==> src/common/mcs_map.svh <==
`ifndef MCS_MAP_SVH
`define MCS_MAP_SVH
`define MCS_CMD_RESET   6'h00
`define MCS_CMD_INIT    6'h01
`define MCS_CMD_CSD     6'h09
`define MCS_CMD_CID     6'h0A
`define MCS_CMD_STATUS  6'h0D
`define MCS_CMD_BLKLEN  6'h10
`define MCS_CMD_READ    6'h11
`define MCS_CMD_WRITE   6'h18
`define MCS_CMD_SETWP   6'h1C
`define MCS_CMD_CLRWP   6'h1D
`define MCS_CMD_ERASE   6'h26
`define MCS_CMD_CRCTOG  6'h3B
`define MCS_TOK_START   8'hFE
`define MCS_TOK_DERR    8'h01
`define MCS_DRESP_OK    8'h05
`define MCS_DRESP_CRC   8'h0B
`define MCS_DRESP_WERR  8'h0D
`define MCS_BYTE_IDLE   8'hFF
`define MCS_BYTE_BUSY   8'h00
`define MCS_R1_IDLE     0
`define MCS_R1_ILLEGAL  2
`define MCS_R1_CRC      3
`define MCS_R1_ADDR     5
`define MCS_R1_PARAM    6
`define MCS_BLK_MAX     10'd512
`define MCS_REG_LEN     10'd16
`define MCS_INIT_POLLS  2'd2
`define MCS_CMD_LAST    3'd5
`define MCS_POLY7       7'h09
`define MCS_POLY16      16'h1021
`endif

==> src/common/mcs_pkg.sv <==
package mcs_pkg;
  typedef enum logic [2:0] {
    OP_READ, OP_CSD, OP_CID, OP_WRITE, OP_ABORT, OP_CMD
  } mcs_op_t;
  typedef enum {
    ST_CMD, ST_R2, ST_RD_WAIT, ST_RD_DATA, ST_RD_CRC1, ST_RD_CRC2,
    ST_WR_TOKEN, ST_WR_DATA, ST_WR_CRC1, ST_WR_CRC2, ST_RESP_BUSY, ST_BUSY
  } mcs_state_t;
  typedef struct packed {
    mcs_op_t     op;
    logic [5:0]  idx;
    logic [31:0] arg;
    logic [9:0]  len;
  } mcs_req_t;
  typedef struct packed {
    logic       err;
    logic [7:0] data;
  } mcs_rd_t;
endpackage

==> src/logic/mcs_spi_card.sv <==
`timescale 1ns/1ns
`include "mcs_map.svh"
module mcs_spi_card
  import mcs_pkg::*;
(
  input  wire logic       core_clk,
  input  wire logic       arst_n,
  input  wire logic       sclk,
  input  wire logic       selN,
  input  wire logic       cardSerialIn,
  output logic            cardSerialOut_ff,
  output logic            cardSerialOutOe_ff,
  input  wire mcs_rd_t    rdEntry,
  input  wire logic       rdValid,
  output logic            rdReady_ff,
  output mcs_req_t        req_ff,
  output logic            reqValid_ff,
  output logic [7:0]      wrData_ff,
  output logic            wrValid_ff,
  input  wire logic       memBusy,
  input  wire logic [7:0] cardStatus
);
  function automatic logic [6:0] crc7Byte(input logic [6:0] c, input logic [7:0] b);
    logic fb;
    fb = 1'b0;
    for (int i = 7; i >= 0; i--) begin
      fb = c[6] ^ b[i];
      c = {c[5:0], 1'b0} ^ (fb ? `MCS_POLY7 : 7'h00);
    end
    return c;
  endfunction

  function automatic logic [15:0] crc16Byte(input logic [15:0] c, input logic [7:0] b);
    logic fb;
    fb = 1'b0;
    for (int i = 7; i >= 0; i--) begin
      fb = c[15] ^ b[i];
      c = {c[14:0], 1'b0} ^ (fb ? `MCS_POLY16 : 16'h0000);
    end
    return c;
  endfunction

  function automatic logic cmdLegal(input logic [5:0] i);
    case (i)
      6'h00, 6'h01, 6'h09, 6'h0A, 6'h0D, 6'h10, 6'h11, 6'h18, 6'h1B, 6'h1C,
      6'h1D, 6'h1E, 6'h20, 6'h21, 6'h22, 6'h23, 6'h24, 6'h25, 6'h26, 6'h2A,
      6'h3A, 6'h3B: return 1'b1;
      default: return 1'b0;
    endcase
  endfunction

  // Pin synchronisers: {sclk, select, data}
  logic [2:0] syn1_ff, syn2_ff, syn3_ff, filt_ff, filtD_ff, nxtFilt;
  always_comb begin
    nxtFilt = (syn2_ff & ~(syn2_ff ^ syn3_ff)) | (filt_ff & (syn2_ff ^ syn3_ff));
  end
  always_ff @(posedge core_clk or negedge arst_n) begin
    if (!arst_n) begin
      syn1_ff  <= 3'h2;
      syn2_ff  <= 3'h2;
      syn3_ff  <= 3'h2;
      filt_ff  <= 3'h2;
      filtD_ff <= 3'h2;
    end else begin
      syn1_ff  <= {sclk, selN, cardSerialIn};
      syn2_ff  <= syn1_ff;
      syn3_ff  <= syn2_ff;
      filt_ff  <= nxtFilt;
      filtD_ff <= filt_ff;
    end
  end

  logic csLow, csFall, rise, fall, mosiF;
  assign csLow  = !filt_ff[1];
  assign csFall = !filt_ff[1] && filtD_ff[1];
  assign rise   = filt_ff[2] && !filtD_ff[2];
  assign fall   = !filt_ff[2] && filtD_ff[2];
  assign mosiF  = filt_ff[0];

  // Two-entry read buffer between store and link
  mcs_rd_t    buf_ff [2];
  mcs_rd_t    nxtBuf [2];
  logic       wrPtr_ff, rdPtr_ff, nxtWrPtr, nxtRdPtr, pop, push;
  logic [1:0] cnt_ff, nxtCnt;
  mcs_rd_t    head;
  assign head = buf_ff[rdPtr_ff];
  assign push = rdValid && rdReady_ff;
  always_comb begin
    nxtBuf   = buf_ff;
    nxtWrPtr = wrPtr_ff;
    nxtRdPtr = rdPtr_ff;
    if (push) begin
      nxtBuf[wrPtr_ff] = rdEntry;
      nxtWrPtr = !wrPtr_ff;
    end
    if (pop) begin
      nxtRdPtr = !rdPtr_ff;
    end
    nxtCnt = 2'(cnt_ff + {1'b0, push} - {1'b0, pop});
  end
  always_ff @(posedge core_clk or negedge arst_n) begin
    if (!arst_n) begin
      buf_ff     <= '{default: '0};
      wrPtr_ff   <= 1'b0;
      rdPtr_ff   <= 1'b0;
      cnt_ff     <= 2'h0;
      rdReady_ff <= 1'b0;
    end else begin
      buf_ff     <= nxtBuf;
      wrPtr_ff   <= nxtWrPtr;
      rdPtr_ff   <= nxtRdPtr;
      cnt_ff     <= nxtCnt;
      rdReady_ff <= nxtCnt != 2'h2;
    end
  end

  // Protocol engine
  mcs_state_t  state_ff, nxtState;
  logic [2:0]  bitCnt_ff, nxtBitCnt, cmdCnt_ff, nxtCmdCnt;
  logic [7:0]  rxSh_ff, nxtRxSh, txSh_ff, nxtTxSh, txNext_ff, nxtTxNext, rxByte, crcHi_ff;
  logic [7:0]  nxtCrcHi, r1;
  logic        nxtMiso, nxtOe, spiMode_ff, nxtSpiMode, crcOn_ff, nxtCrcOn, inIdle_ff;
  logic        nxtInIdle, wrErr_ff, nxtWrErr, nxtReqValid, nxtWrValid, byteDone, cmdDone;
  logic        crcOk, collect;
  logic [1:0]  polls_ff, nxtPolls;
  logic [9:0]  blkLen_ff, nxtBlkLen, xfer_ff, nxtXfer, len_ff, nxtLen;
  logic [5:0]  cmdIdx_ff, nxtCmdIdx;
  logic [31:0] cmdArg_ff, nxtCmdArg, wrAddr_ff, nxtWrAddr;
  logic [6:0]  crc7_ff, nxtCrc7;
  logic [15:0] crc16_ff, nxtCrc16;
  logic [7:0]  nxtWrData;
  mcs_req_t    nxtReq;

  assign rxByte   = {rxSh_ff[6:0], mosiF};
  assign byteDone = rise && csLow && bitCnt_ff == 3'h7;
  assign collect  = state_ff == ST_CMD || state_ff == ST_BUSY;
  assign cmdDone  = byteDone && collect && cmdCnt_ff == `MCS_CMD_LAST;
  assign crcOk    = (spiMode_ff && !crcOn_ff) || rxByte[7:1] == crc7_ff;

  always_comb begin
    nxtState = state_ff; nxtBitCnt = bitCnt_ff; nxtRxSh = rxSh_ff; nxtTxSh = txSh_ff;
    nxtTxNext = txNext_ff; nxtMiso = cardSerialOut_ff; nxtSpiMode = spiMode_ff;
    nxtCrcOn = crcOn_ff; nxtInIdle = inIdle_ff; nxtPolls = polls_ff; nxtBlkLen = blkLen_ff;
    nxtCmdCnt = cmdCnt_ff; nxtCmdIdx = cmdIdx_ff; nxtCmdArg = cmdArg_ff; nxtCrc7 = crc7_ff;
    nxtCrc16 = crc16_ff; nxtXfer = xfer_ff; nxtLen = len_ff; nxtCrcHi = crcHi_ff;
    nxtWrErr = wrErr_ff; nxtWrAddr = wrAddr_ff; nxtReq = req_ff; nxtReqValid = 1'b0;
    nxtWrValid = 1'b0; nxtWrData = wrData_ff; pop = 1'b0;
    r1 = {7'h00, inIdle_ff};
    nxtOe = spiMode_ff && csLow;
    if (!csLow) begin
      nxtBitCnt = 3'h0;
      nxtCmdCnt = 3'h0;
    end
    if (csFall) begin
      nxtTxSh = 8'hFF;
      nxtMiso = (state_ff == ST_BUSY) ? !memBusy : 1'b1;
    end
    if (rise && csLow) begin
      nxtRxSh = rxByte;
      nxtBitCnt = 3'(bitCnt_ff + 3'h1);
    end
    if (fall && csLow) begin
      if (bitCnt_ff == 3'h0) begin
        nxtTxSh = txNext_ff;
        nxtMiso = txNext_ff[7];
      end else begin
        nxtTxSh = {txSh_ff[6:0], 1'b0};
        nxtMiso = txSh_ff[6];
      end
      if (state_ff == ST_BUSY) begin
        nxtMiso = !memBusy;
      end
    end
    if (byteDone) begin
      nxtTxNext = (state_ff == ST_BUSY) ? `MCS_BYTE_BUSY : `MCS_BYTE_IDLE;
      if (collect) begin
        case (cmdCnt_ff)
          3'h0: begin
            if (rxByte[7:6] == 2'b01) begin
              nxtCmdCnt = 3'h1;
              nxtCmdIdx = rxByte[5:0];
              nxtCrc7 = crc7Byte(7'h00, rxByte);
            end
          end
          `MCS_CMD_LAST: nxtCmdCnt = 3'h0;
          default: begin
            nxtCmdCnt = 3'(cmdCnt_ff + 3'h1);
            nxtCmdArg = {cmdArg_ff[23:0], rxByte};
            nxtCrc7 = crc7Byte(crc7_ff, rxByte);
          end
        endcase
      end
      case (state_ff)
        ST_R2: begin
          nxtTxNext = cardStatus;
          nxtState = ST_CMD;
        end
        ST_RD_WAIT: begin
          if (cnt_ff != 2'h0) begin
            if (head.err) begin
              pop = 1'b1;
              nxtTxNext = `MCS_TOK_DERR;
              nxtState = ST_CMD;
            end else begin
              nxtTxNext = `MCS_TOK_START;
              nxtCrc16 = 16'h0000;
              nxtXfer = 10'h000;
              nxtState = ST_RD_DATA;
            end
          end
        end
        ST_RD_DATA: begin
          pop = cnt_ff != 2'h0;
          nxtTxNext = head.data;
          nxtCrc16 = crc16Byte(crc16_ff, head.data);
          nxtXfer = 10'(xfer_ff + 10'h001);
          if (xfer_ff == 10'(len_ff - 10'h001)) begin
            nxtState = ST_RD_CRC1;
          end
        end
        ST_RD_CRC1: begin
          nxtTxNext = crc16_ff[15:8];
          nxtState = ST_RD_CRC2;
        end
        ST_RD_CRC2: begin
          nxtTxNext = crc16_ff[7:0];
          nxtState = ST_CMD;
        end
        ST_WR_TOKEN: begin
          if (rxByte == `MCS_TOK_START) begin
            nxtCrc16 = 16'h0000;
            nxtXfer = 10'h000;
            nxtState = ST_WR_DATA;
          end
        end
        ST_WR_DATA: begin
          nxtWrValid = 1'b1;
          nxtWrData = rxByte;
          nxtCrc16 = crc16Byte(crc16_ff, rxByte);
          nxtXfer = 10'(xfer_ff + 10'h001);
          if (xfer_ff == 10'(`MCS_BLK_MAX - 10'h001)) begin
            nxtState = ST_WR_CRC1;
          end
        end
        ST_WR_CRC1: begin
          nxtCrcHi = rxByte;
          nxtState = ST_WR_CRC2;
        end
        ST_WR_CRC2: begin
          nxtReqValid = 1'b1;
          nxtReq = '{op: OP_ABORT, idx: `MCS_CMD_WRITE, arg: wrAddr_ff, len: `MCS_BLK_MAX};
          nxtState = ST_CMD;
          if (crcOn_ff && {crcHi_ff, rxByte} != crc16_ff) begin
            nxtTxNext = `MCS_DRESP_CRC;
          end else if (wrErr_ff) begin
            nxtTxNext = `MCS_DRESP_WERR;
          end else begin
            nxtTxNext = `MCS_DRESP_OK;
            nxtReq.op = OP_WRITE;
            nxtState = ST_RESP_BUSY;
          end
        end
        ST_RESP_BUSY: begin
          nxtTxNext = memBusy ? `MCS_BYTE_BUSY : `MCS_BYTE_IDLE;
          nxtState = ST_BUSY;
        end
        ST_BUSY: begin
          if (!memBusy) begin
            nxtTxNext = `MCS_BYTE_IDLE;
            nxtState = ST_CMD;
          end
        end
        default: ;
      endcase
    end
    if (cmdDone) begin
      if (!spiMode_ff || state_ff == ST_BUSY) begin
        if (cmdIdx_ff == `MCS_CMD_RESET && crcOk) begin
          nxtSpiMode = 1'b1;
          nxtInIdle = 1'b1;
          nxtPolls = 2'h0;
          nxtTxNext = 8'h01;
          nxtState = ST_CMD;
          if (state_ff == ST_BUSY) begin
            nxtReqValid = 1'b1;
            nxtReq = '{op: OP_ABORT, idx: cmdIdx_ff, arg: cmdArg_ff, len: 10'h000};
          end
        end
      end else begin
        nxtTxNext = r1;
        if (!crcOk) begin
          nxtTxNext[`MCS_R1_CRC] = 1'b1;
        end else if (!cmdLegal(cmdIdx_ff)) begin
          nxtTxNext[`MCS_R1_ILLEGAL] = 1'b1;
        end else begin
          nxtReq = '{op: OP_CMD, idx: cmdIdx_ff, arg: cmdArg_ff, len: blkLen_ff};
          case (cmdIdx_ff)
            `MCS_CMD_RESET: begin
              nxtInIdle = 1'b1;
              nxtPolls = 2'h0;
              nxtTxNext[`MCS_R1_IDLE] = 1'b1;
            end
            `MCS_CMD_INIT: begin
              if (inIdle_ff) begin
                nxtPolls = 2'(polls_ff + 2'h1);
                nxtInIdle = nxtPolls != `MCS_INIT_POLLS;
                nxtTxNext[`MCS_R1_IDLE] = nxtInIdle;
              end
            end
            `MCS_CMD_CSD, `MCS_CMD_CID: begin
              nxtReqValid = 1'b1;
              nxtReq.op = (cmdIdx_ff == `MCS_CMD_CSD) ? OP_CSD : OP_CID;
              nxtReq.len = `MCS_REG_LEN;
              nxtLen = `MCS_REG_LEN;
              nxtState = ST_RD_WAIT;
            end
            `MCS_CMD_STATUS: nxtState = ST_R2;
            `MCS_CMD_BLKLEN: begin
              if (cmdArg_ff == 32'h0 || cmdArg_ff > 32'(`MCS_BLK_MAX)) begin
                nxtTxNext[`MCS_R1_PARAM] = 1'b1;
              end else begin
                nxtBlkLen = cmdArg_ff[9:0];
              end
            end
            `MCS_CMD_READ: begin
              if (11'({2'h0, cmdArg_ff[8:0]}) + 11'({1'b0, blkLen_ff}) > 11'h200) begin
                nxtTxNext[`MCS_R1_ADDR] = 1'b1;
              end else begin
                nxtReqValid = 1'b1;
                nxtReq.op = OP_READ;
                nxtLen = blkLen_ff;
                nxtState = ST_RD_WAIT;
              end
            end
            `MCS_CMD_WRITE: begin
              nxtWrErr = blkLen_ff != `MCS_BLK_MAX;
              nxtWrAddr = cmdArg_ff;
              nxtState = ST_WR_TOKEN;
            end
            `MCS_CMD_CRCTOG: nxtCrcOn = cmdArg_ff[0];
            `MCS_CMD_ERASE, `MCS_CMD_SETWP, `MCS_CMD_CLRWP: begin
              nxtReqValid = 1'b1;
              nxtState = ST_RESP_BUSY;
            end
            default: nxtReqValid = 1'b1;
          endcase
        end
      end
    end
  end

  always_ff @(posedge core_clk or negedge arst_n) begin
    if (!arst_n) begin
      state_ff <= ST_CMD; bitCnt_ff <= 3'h0; rxSh_ff <= 8'h00; txSh_ff <= 8'hFF;
      txNext_ff <= 8'hFF; cardSerialOut_ff <= 1'b1; cardSerialOutOe_ff <= 1'b0;
      spiMode_ff <= 1'b0; crcOn_ff <= 1'b0; inIdle_ff <= 1'b1; polls_ff <= 2'h0;
      blkLen_ff <= `MCS_BLK_MAX; cmdCnt_ff <= 3'h0; cmdIdx_ff <= 6'h00;
      cmdArg_ff <= 32'h0; crc7_ff <= 7'h00; crc16_ff <= 16'h0000; xfer_ff <= 10'h000;
      len_ff <= `MCS_BLK_MAX; crcHi_ff <= 8'h00; wrErr_ff <= 1'b0; wrAddr_ff <= 32'h0;
      req_ff <= '0; reqValid_ff <= 1'b0; wrValid_ff <= 1'b0; wrData_ff <= 8'h00;
    end else begin
      state_ff <= nxtState; bitCnt_ff <= nxtBitCnt; rxSh_ff <= nxtRxSh; txSh_ff <= nxtTxSh;
      txNext_ff <= nxtTxNext; cardSerialOut_ff <= nxtMiso; cardSerialOutOe_ff <= nxtOe;
      spiMode_ff <= nxtSpiMode; crcOn_ff <= nxtCrcOn; inIdle_ff <= nxtInIdle;
      polls_ff <= nxtPolls; blkLen_ff <= nxtBlkLen; cmdCnt_ff <= nxtCmdCnt;
      cmdIdx_ff <= nxtCmdIdx; cmdArg_ff <= nxtCmdArg; crc7_ff <= nxtCrc7;
      crc16_ff <= nxtCrc16; xfer_ff <= nxtXfer; len_ff <= nxtLen; crcHi_ff <= nxtCrcHi;
      wrErr_ff <= nxtWrErr; wrAddr_ff <= nxtWrAddr; req_ff <= nxtReq;
      reqValid_ff <= nxtReqValid; wrValid_ff <= nxtWrValid; wrData_ff <= nxtWrData;
    end
  end
endmodule

==> config.mk <==
export PLATFORM = sky130hd
export DESIGN_NAME = mcs_spi_card
export DESIGN_NICKNAME = d
export VERILOG_FILES = /design/src/common/mcs_pkg.sv /design/src/logic/mcs_spi_card.sv
export VERILOG_INCLUDE_DIRS = /design/src /design/src/common
export SDC_FILE = /design/constraint.sdc
export NUM_CORES = 1
export LEC_CHECK = 0
export BUFFER_PORTS_ARGS = -buffer_cell sky130_fd_sc_hd__buf_2
export CORE_MARGIN = 10
export CORE_UTILIZATION = 45
export DETAILED_ROUTE_END_ITERATION = 10
export MAX_ROUTING_LAYER = met4
export PLACE_DENSITY = 0.64
export SETUP_SLACK_MARGIN = 0.2
export SKIP_LAST_GASP = 1
export SYNTH_ARGS = -nofsm -noshare
export SYNTH_HDL_FRONTEND = slang
export SYNTH_SLANG_ARGS = --single-unit
==> constraint.sdc <==
create_clock -name core_clk -period 3.9 [get_ports core_clk]
set_clock_uncertainty 0.2 [all_clocks]
set_input_delay 0.195 -clock core_clk [delete_from_list [all_inputs] [get_ports core_clk]]
set_output_delay 0.195 -clock core_clk [all_outputs]
set_load 0.1 [all_outputs]
# [Yosys cells after proc, flatten, opt, wreduce, memory -nomap -nowiden]
# Memories as Yosys holds them, arrays and structs flattened.
# Index checks and enable logic that the tools add are counted.
[word_totals] ff_bits=298 latchBits=0 ram_bits=0 romBits=64 in_bits=24 output_inout_bits=64 word_cells=378 mem_count=1
[memory_table] name="(name not given)" depth=64 width=1 rd=1 rd_clocked_by_memory_dff=0 write_ports=0 line_no="mcs_spi_card.sv:44" rtl="case (i)"
[op_classes] add_sub_neg=8 mul=0 div_mod_pow=0 magnitude_cmp=5 eq_ne=41 shifts=0 mux=148 n_bitwise=73 n_reduce_logical=60
[op_table] cell="51-bit two-way mux" count=8
[op_table] cell="32-bit two-way mux" count=12
[op_table] cell="32-bit one-hot mux with 10 select lines" count=1
[op_table] cell="16-bit by 13-bit XOR with 16-bit output" count=16
[op_table] cell="13-bit two-way mux" count=16
[op_table] cell="32-bit one-hot mux with 5 select lines" count=1
[op_table] cell="32-bit by 3-bit equality test with 1-bit output (second input constant)" count=4
[op_table] cell="32-bit by 4-bit equality test with 1-bit output (second input constant)" count=4
[op_table] cell="7-bit by 4-bit XOR with 7-bit output" count=13
[op_table] cell="4-bit two-way mux" count=20
[op_table] cell="8-bit two-way mux" count=9
[op_table] cell="32-bit by 2-bit equality test with 1-bit output (second input constant)" count=2
[op_table] cell="32-bit zero test" count=2
[op_table] cell="16-bit one-hot mux with 4 select lines" count=1
[op_table] cell="8-bit one-hot mux with 8 select lines" count=1
[op_table] cell="10-bit two-way mux" count=5
[op_table] cell="16-bit two-way mux" count=3
[op_table] cell="9-bit two-way mux" count=4
[op_table] cell="1-bit two-way mux" count=34
[op_table] cell="32-bit by 1-bit equality test with 1-bit output (second input constant)" count=1
[op_table] cell="32-bit by 5-bit equality test with 1-bit output (second input constant)" count=1
[op_table] cell="32-bit by 10-bit > comparator with 1-bit output (second input constant)" count=1
[op_table] cell="6-bit by 5-bit equality test with 1-bit output (second input constant)" count=5
[op_table] cell="10-bit one-hot mux with 3 select lines" count=1
[op_table] cell="60 further kinds" count=170

# [Logic depth before layout (Yosys ltp)]
[depth] word_depth=29 depth_mapped=16 ltp_nobuf=12

# [Worst setup path after synthesis]
# Ideal clock, no wire load.
[synth_timing] kind="register -> register" startpoint="register bitCnt_ff[0]" endpoint="register blkLen_ff[0]" setup_ps=125 arrival_time_ps=3087 required_time_ps=3575 slack_ps=488 stages_incl_launch_ff=15 n_path_buf=4 synth_period_minus_slack_ps=3412 path_cell_list="dfrtp_1 ha_1 ha_1 nand4bb_1 clkbuf_1 a21oi_1 or4b_1 buf_2 nor3_2 nor2b_1 buf_2 nand4_1 or4_1 buf_4 mux2_4"
[synth_via] elab_chain_len=5
[synth_lines] item="from (decl)" line_no="mcs_spi_card.sv:119" rtl="logic [2:0] bitCnt_ff, nxtBitCnt, cmdCnt_ff, nxtCmdCnt;"
[synth_lines] item="from (signal assigned)" line_no="mcs_spi_card.sv:362" rtl="state_ff <= nxtState; bitCnt_ff <= nxtBitCnt; rxSh_ff <= nxtRxSh; txSh_ff <= nxtTxSh;"
[synth_lines] item="3-bit equality test" line_no="mcs_spi_card.sv:135" rtl="assign byteDone = rise && csLow && bitCnt_ff == 3'h7;"
[synth_lines] item="1-bit logical AND" line_no="mcs_spi_card.sv:135"
[synth_lines] item="1-bit logical AND" line_no="mcs_spi_card.sv:137" rtl="assign cmdDone = byteDone && collect && cmdCnt_ff == `MCS_CMD_LAST;"
[synth_lines] item="1-bit logical AND (no source line)"
[synth_lines] item="6-bit AND reduction (no source line)"
[synth_lines] item="to (signal assigned)" line_no="mcs_spi_card.sv:365" rtl="polls_ff <= nxtPolls; blkLen_ff <= nxtBlkLen; cmdCnt_ff <= nxtCmdCnt;"
[synth_lines] item="to (decl)" line_no="mcs_spi_card.sv:126" rtl="logic [9:0] blkLen_ff, nxtBlkLen, xfer_ff, nxtXfer, len_ff, nxtLen;"
# Every way passes these cells.
# A chain may end at the register's enable or synchronous reset.

==> impl_metrics.yaml <==
outcome:
  status: "completed"
timing:
  setup-violations-final: 0
  timing.final.crit_share: 0.8916
  grt_setup_unrepaired: "false"
  drv_slew: 0
  hold_viol_final: 0
  clock.fmax_ghz: 0.2876
  worstMarginPinSlew_ns: 0.8840
  period_minus_slack_ns: 3.477
  maxSlewHeadroom: 0.4094
  tns_ns: 0
critical_path:
  worst-path-buf-inv: 2
  setup.worst_path.end_class: "flop"
  max_stage_delay_ns: 0.64
  critical_path_class: "reg -> reg"
  slowest_stage: "or4b_1"
  worstPathRequired_ns: 4.08
  arrival_ns: 3.66
  crit_chain: "nor4_1 -> nand4_1 -> or4b_1 -> buf_4 -> nor4_2 -> nor3b_4 -> or2_2 -> buf_12 -> o21ai_0"
  path_delay_family: "simple AND/OR/NAND/NOR gates"
  critPathMaxFanout: 78
  critPathLaunchType: "flop"
die:
  die_h_um: 200.8
  dieWidth_um: 200.8
  die_area_um2: 40320
  row_count: 66
  start_util: 0.4544
  pin_count: 88
  core_area_um2: 32370
synthesis:
  syn-num-nets: 1439
  synth_cells: 1390
  async_flop_share: 1.000
  netlist_area_um2: 14710
  ys_types: 68
  synth_edf_count: 0
  yosys_warnings: 0
  seq_area_frac_synth: 0.5073
  synth.avg_cell_area_um2: 10.58
  synthFlopType: "dfrtp_1"
  synth_seq_cells: 297
power:
  p_leak_nw: 7.900
  powerDensity_nw_per_um2: 465.9
  vdd_ir_drop_max_v: 0.0003113
finish:
  final_common_cell: "dfrtp_1"
  n_antenna_cell: 0
  final_cell_mix: "dfrtp_1, nand2_1, o21ai_0"
  drive_above_1_share: 0.2422
  final_nets: 1529
  syn_to_final_growth_pct: 16.31
  fin_area_um2: 17110
grt:
  grt_pass1_vias: 10784
  grt_overflow: 0
  grt_start_max_net_pins: 80
  antenna_found_initial: 0
  grt_first_pass_wirelength_mm: 59.42
  grt_usage: 0.1842
placement:
  gp_congestion: 0.9014
  port_buffers: 87
  dp.final_hpwl_mm: 25.35
  dpl_cell_area_um2: 15730
detailed_routing:
  wl_met2_mm: 17.43
  drc: 0
  wl_mm: 36.67
  drtPass1Iterations: 5
  drtIter0Drc: 961
  met3_length_mm: 1.598
  ant_nets: 0
  avgViaCountPerCell: 5.509
  met1_length_mm: 16.98
  routed.top_layer: "met4"
  vias: 10738
  route.detailed.wl_per_inst_um: 18.81
clock_network:
  htree_levels: 2
  cts_tree: "built"
  cts.clk_slew.worst_paths_ns: 0.06
  cts_made_buffers: 35
  clkLatencyLatePin_ns: 0.52
  cts_sinks: 297
  post_cts_buffers: 0
  clock_path_buffers: 3
  root_buffer: "clkbuf_16"
worst_hold_path:
  hp-class: "in -> async"
job:
  cap_violations: 0
## worst register-to-register path, stage by stage (launching register included)
cell     delay, ns
dfrtp_1       0.37
nor4_1        0.34
nand4_1       0.24
or4b_1        0.64
buf_4         0.22
nor4_2        0.33
nor3b_4       0.33
or2_2         0.20
buf_12        0.27
o21ai_0       0.22
## report_power, final
part / total, mW / internal (mW) / switching (mW)
clock network: 3.21 / 1.93 / 1.28
registers: 3.41 / 3.27 / 0.136
logic: 1.35 / 0.574 / 0.776
## area by class of cell
type / instances / area [um^2]
Fill cell: 2878 / 15260
Sequential cell: 297 / 7462
Multi-Input combinational cell: 958 / 6756
Inverter: 32 / 120.1
Tap cell: 442 / 553.0
Timing Repair Buffer: 156 / 1066
Clock inverter: 11 / 106.4
Clock buffer: 53 / 1045
## cell usage after synthesis (26+ instances only)
cell type | number | area (um^2)
a21oi_1 | 40 | 200.2
clkbuf_1 | 88 | 330.3
nor2_1 | 79 | 296.5
xnor2_1 | 68 | 595.6
xor2_1 | 26 | 227.7
o21ai_0 | 119 | 595.6
mux2i_1 | 58 | 580.6
nand2_1 | 137 | 514.2
inv_1 | 32 | 120.1
mux2_2 | 117 | 1318
dfrtp_1 | 273 | 6832
## worst paths after layout
path / cells after the start / start / slack [ns] / endpoint
setup / recovery: 9 / state_ff[28]$_DFF_PN0_ / 0.42 / req_ff[14]$_DFF_PN0_
hold / removal: 2 / arst_n / 0.05 / xfer_ff[3]$_DFFE_PN0P_
setup reg to reg: 9 / state_ff[28]$_DFF_PN0_ / 0.42 / req_ff[14]$_DFF_PN0_
hold reg to reg: 0 / syn1_ff[0]$_DFF_PN0_ / 0.15 / syn2_ff[0]$_DFF_PN0_
max in group asynchronous: 3 / arst_n / 2.43 / wrData_ff[4]$_DFFE_PN0P_
min in group core_clk: 4 / cardStatus[6] / 0.08 / txNext_ff[6]$_DFF_PN1_
## per-layer routing
metal,GRT usage,vias to the layer above
met5,-,-
met4,0.04544,0
met3,0.02598,56
met2,0.2894,260
met1,0.2475,5356
li1,-,5066
## state kept, by name, summed over array words and instances (netlist names), 2 cells and up, named ones only
| signal | flops |
|---|---|
| len_ff | 10 |
| cnt_ff | 2 |
| txSh_ff | 7 |
| syn2_ff | 3 |
| req_ff | 51 |
| syn3_ff | 3 |
| crcHi_ff | 8 |
| state_ff | 32 |
| cmdCnt_ff | 3 |
| txNext_ff | 8 |
| polls_ff | 2 |
| cmdArg_ff | 32 |
| syn1_ff | 3 |
| wrData_ff | 8 |
| cmdIdx_ff | 6 |
| buf_ff | 18 |
| blkLen_ff | 10 |
| crc16_ff | 16 |
| xfer_ff | 10 |
| filtD_ff | 2 |
| bitCnt_ff | 3 |
| wrAddr_ff | 32 |
| crc7_ff | 7 |
| rxSh_ff | 7 |
## repair_timing
| action | CTS | global route |
|---|---|---|
| endpoints found under the hold margin | 151 | 0 |
| endpoints found under the setup margin | 0 | 66 |
| resized for setup | 0 | 5 |
| hold buffers | 21 | 0 |
## metrics by stage
stage	instances	power [mW]	utilization	setup WS, ns	hold slack, ns
2_1_floorplan	1390	4.385	-	0.4879	-0.3006
3_3_place_gp	1864	4.754	0.4858	0.3726	0.01213
3_5_place_dp	1864	4.795	0.4858	0.3168	0.01116
4_1_cts	1949	8.042	0.5278	0.2911	0.03759
5_1_grt	1949	8.321	0.5285	0.2096	0.08504
6_report	1949	7.970	0.5285	0.4226	0.05366
## logic make-up (layout without fill, tap and decap cells)
kind of cell	after synthesis	in the layout	synth area share
xor+xnor	95	95	0.05758
flops	297	297	0.5073
mux	184	184	0.1382
compound gates	265	265	0.1106
fa+ha+maj	28	28	0.02382
simple gates	386	386	0.1272
buf+inv	135	252	0.03538
(Power assumes the default switching activity.)
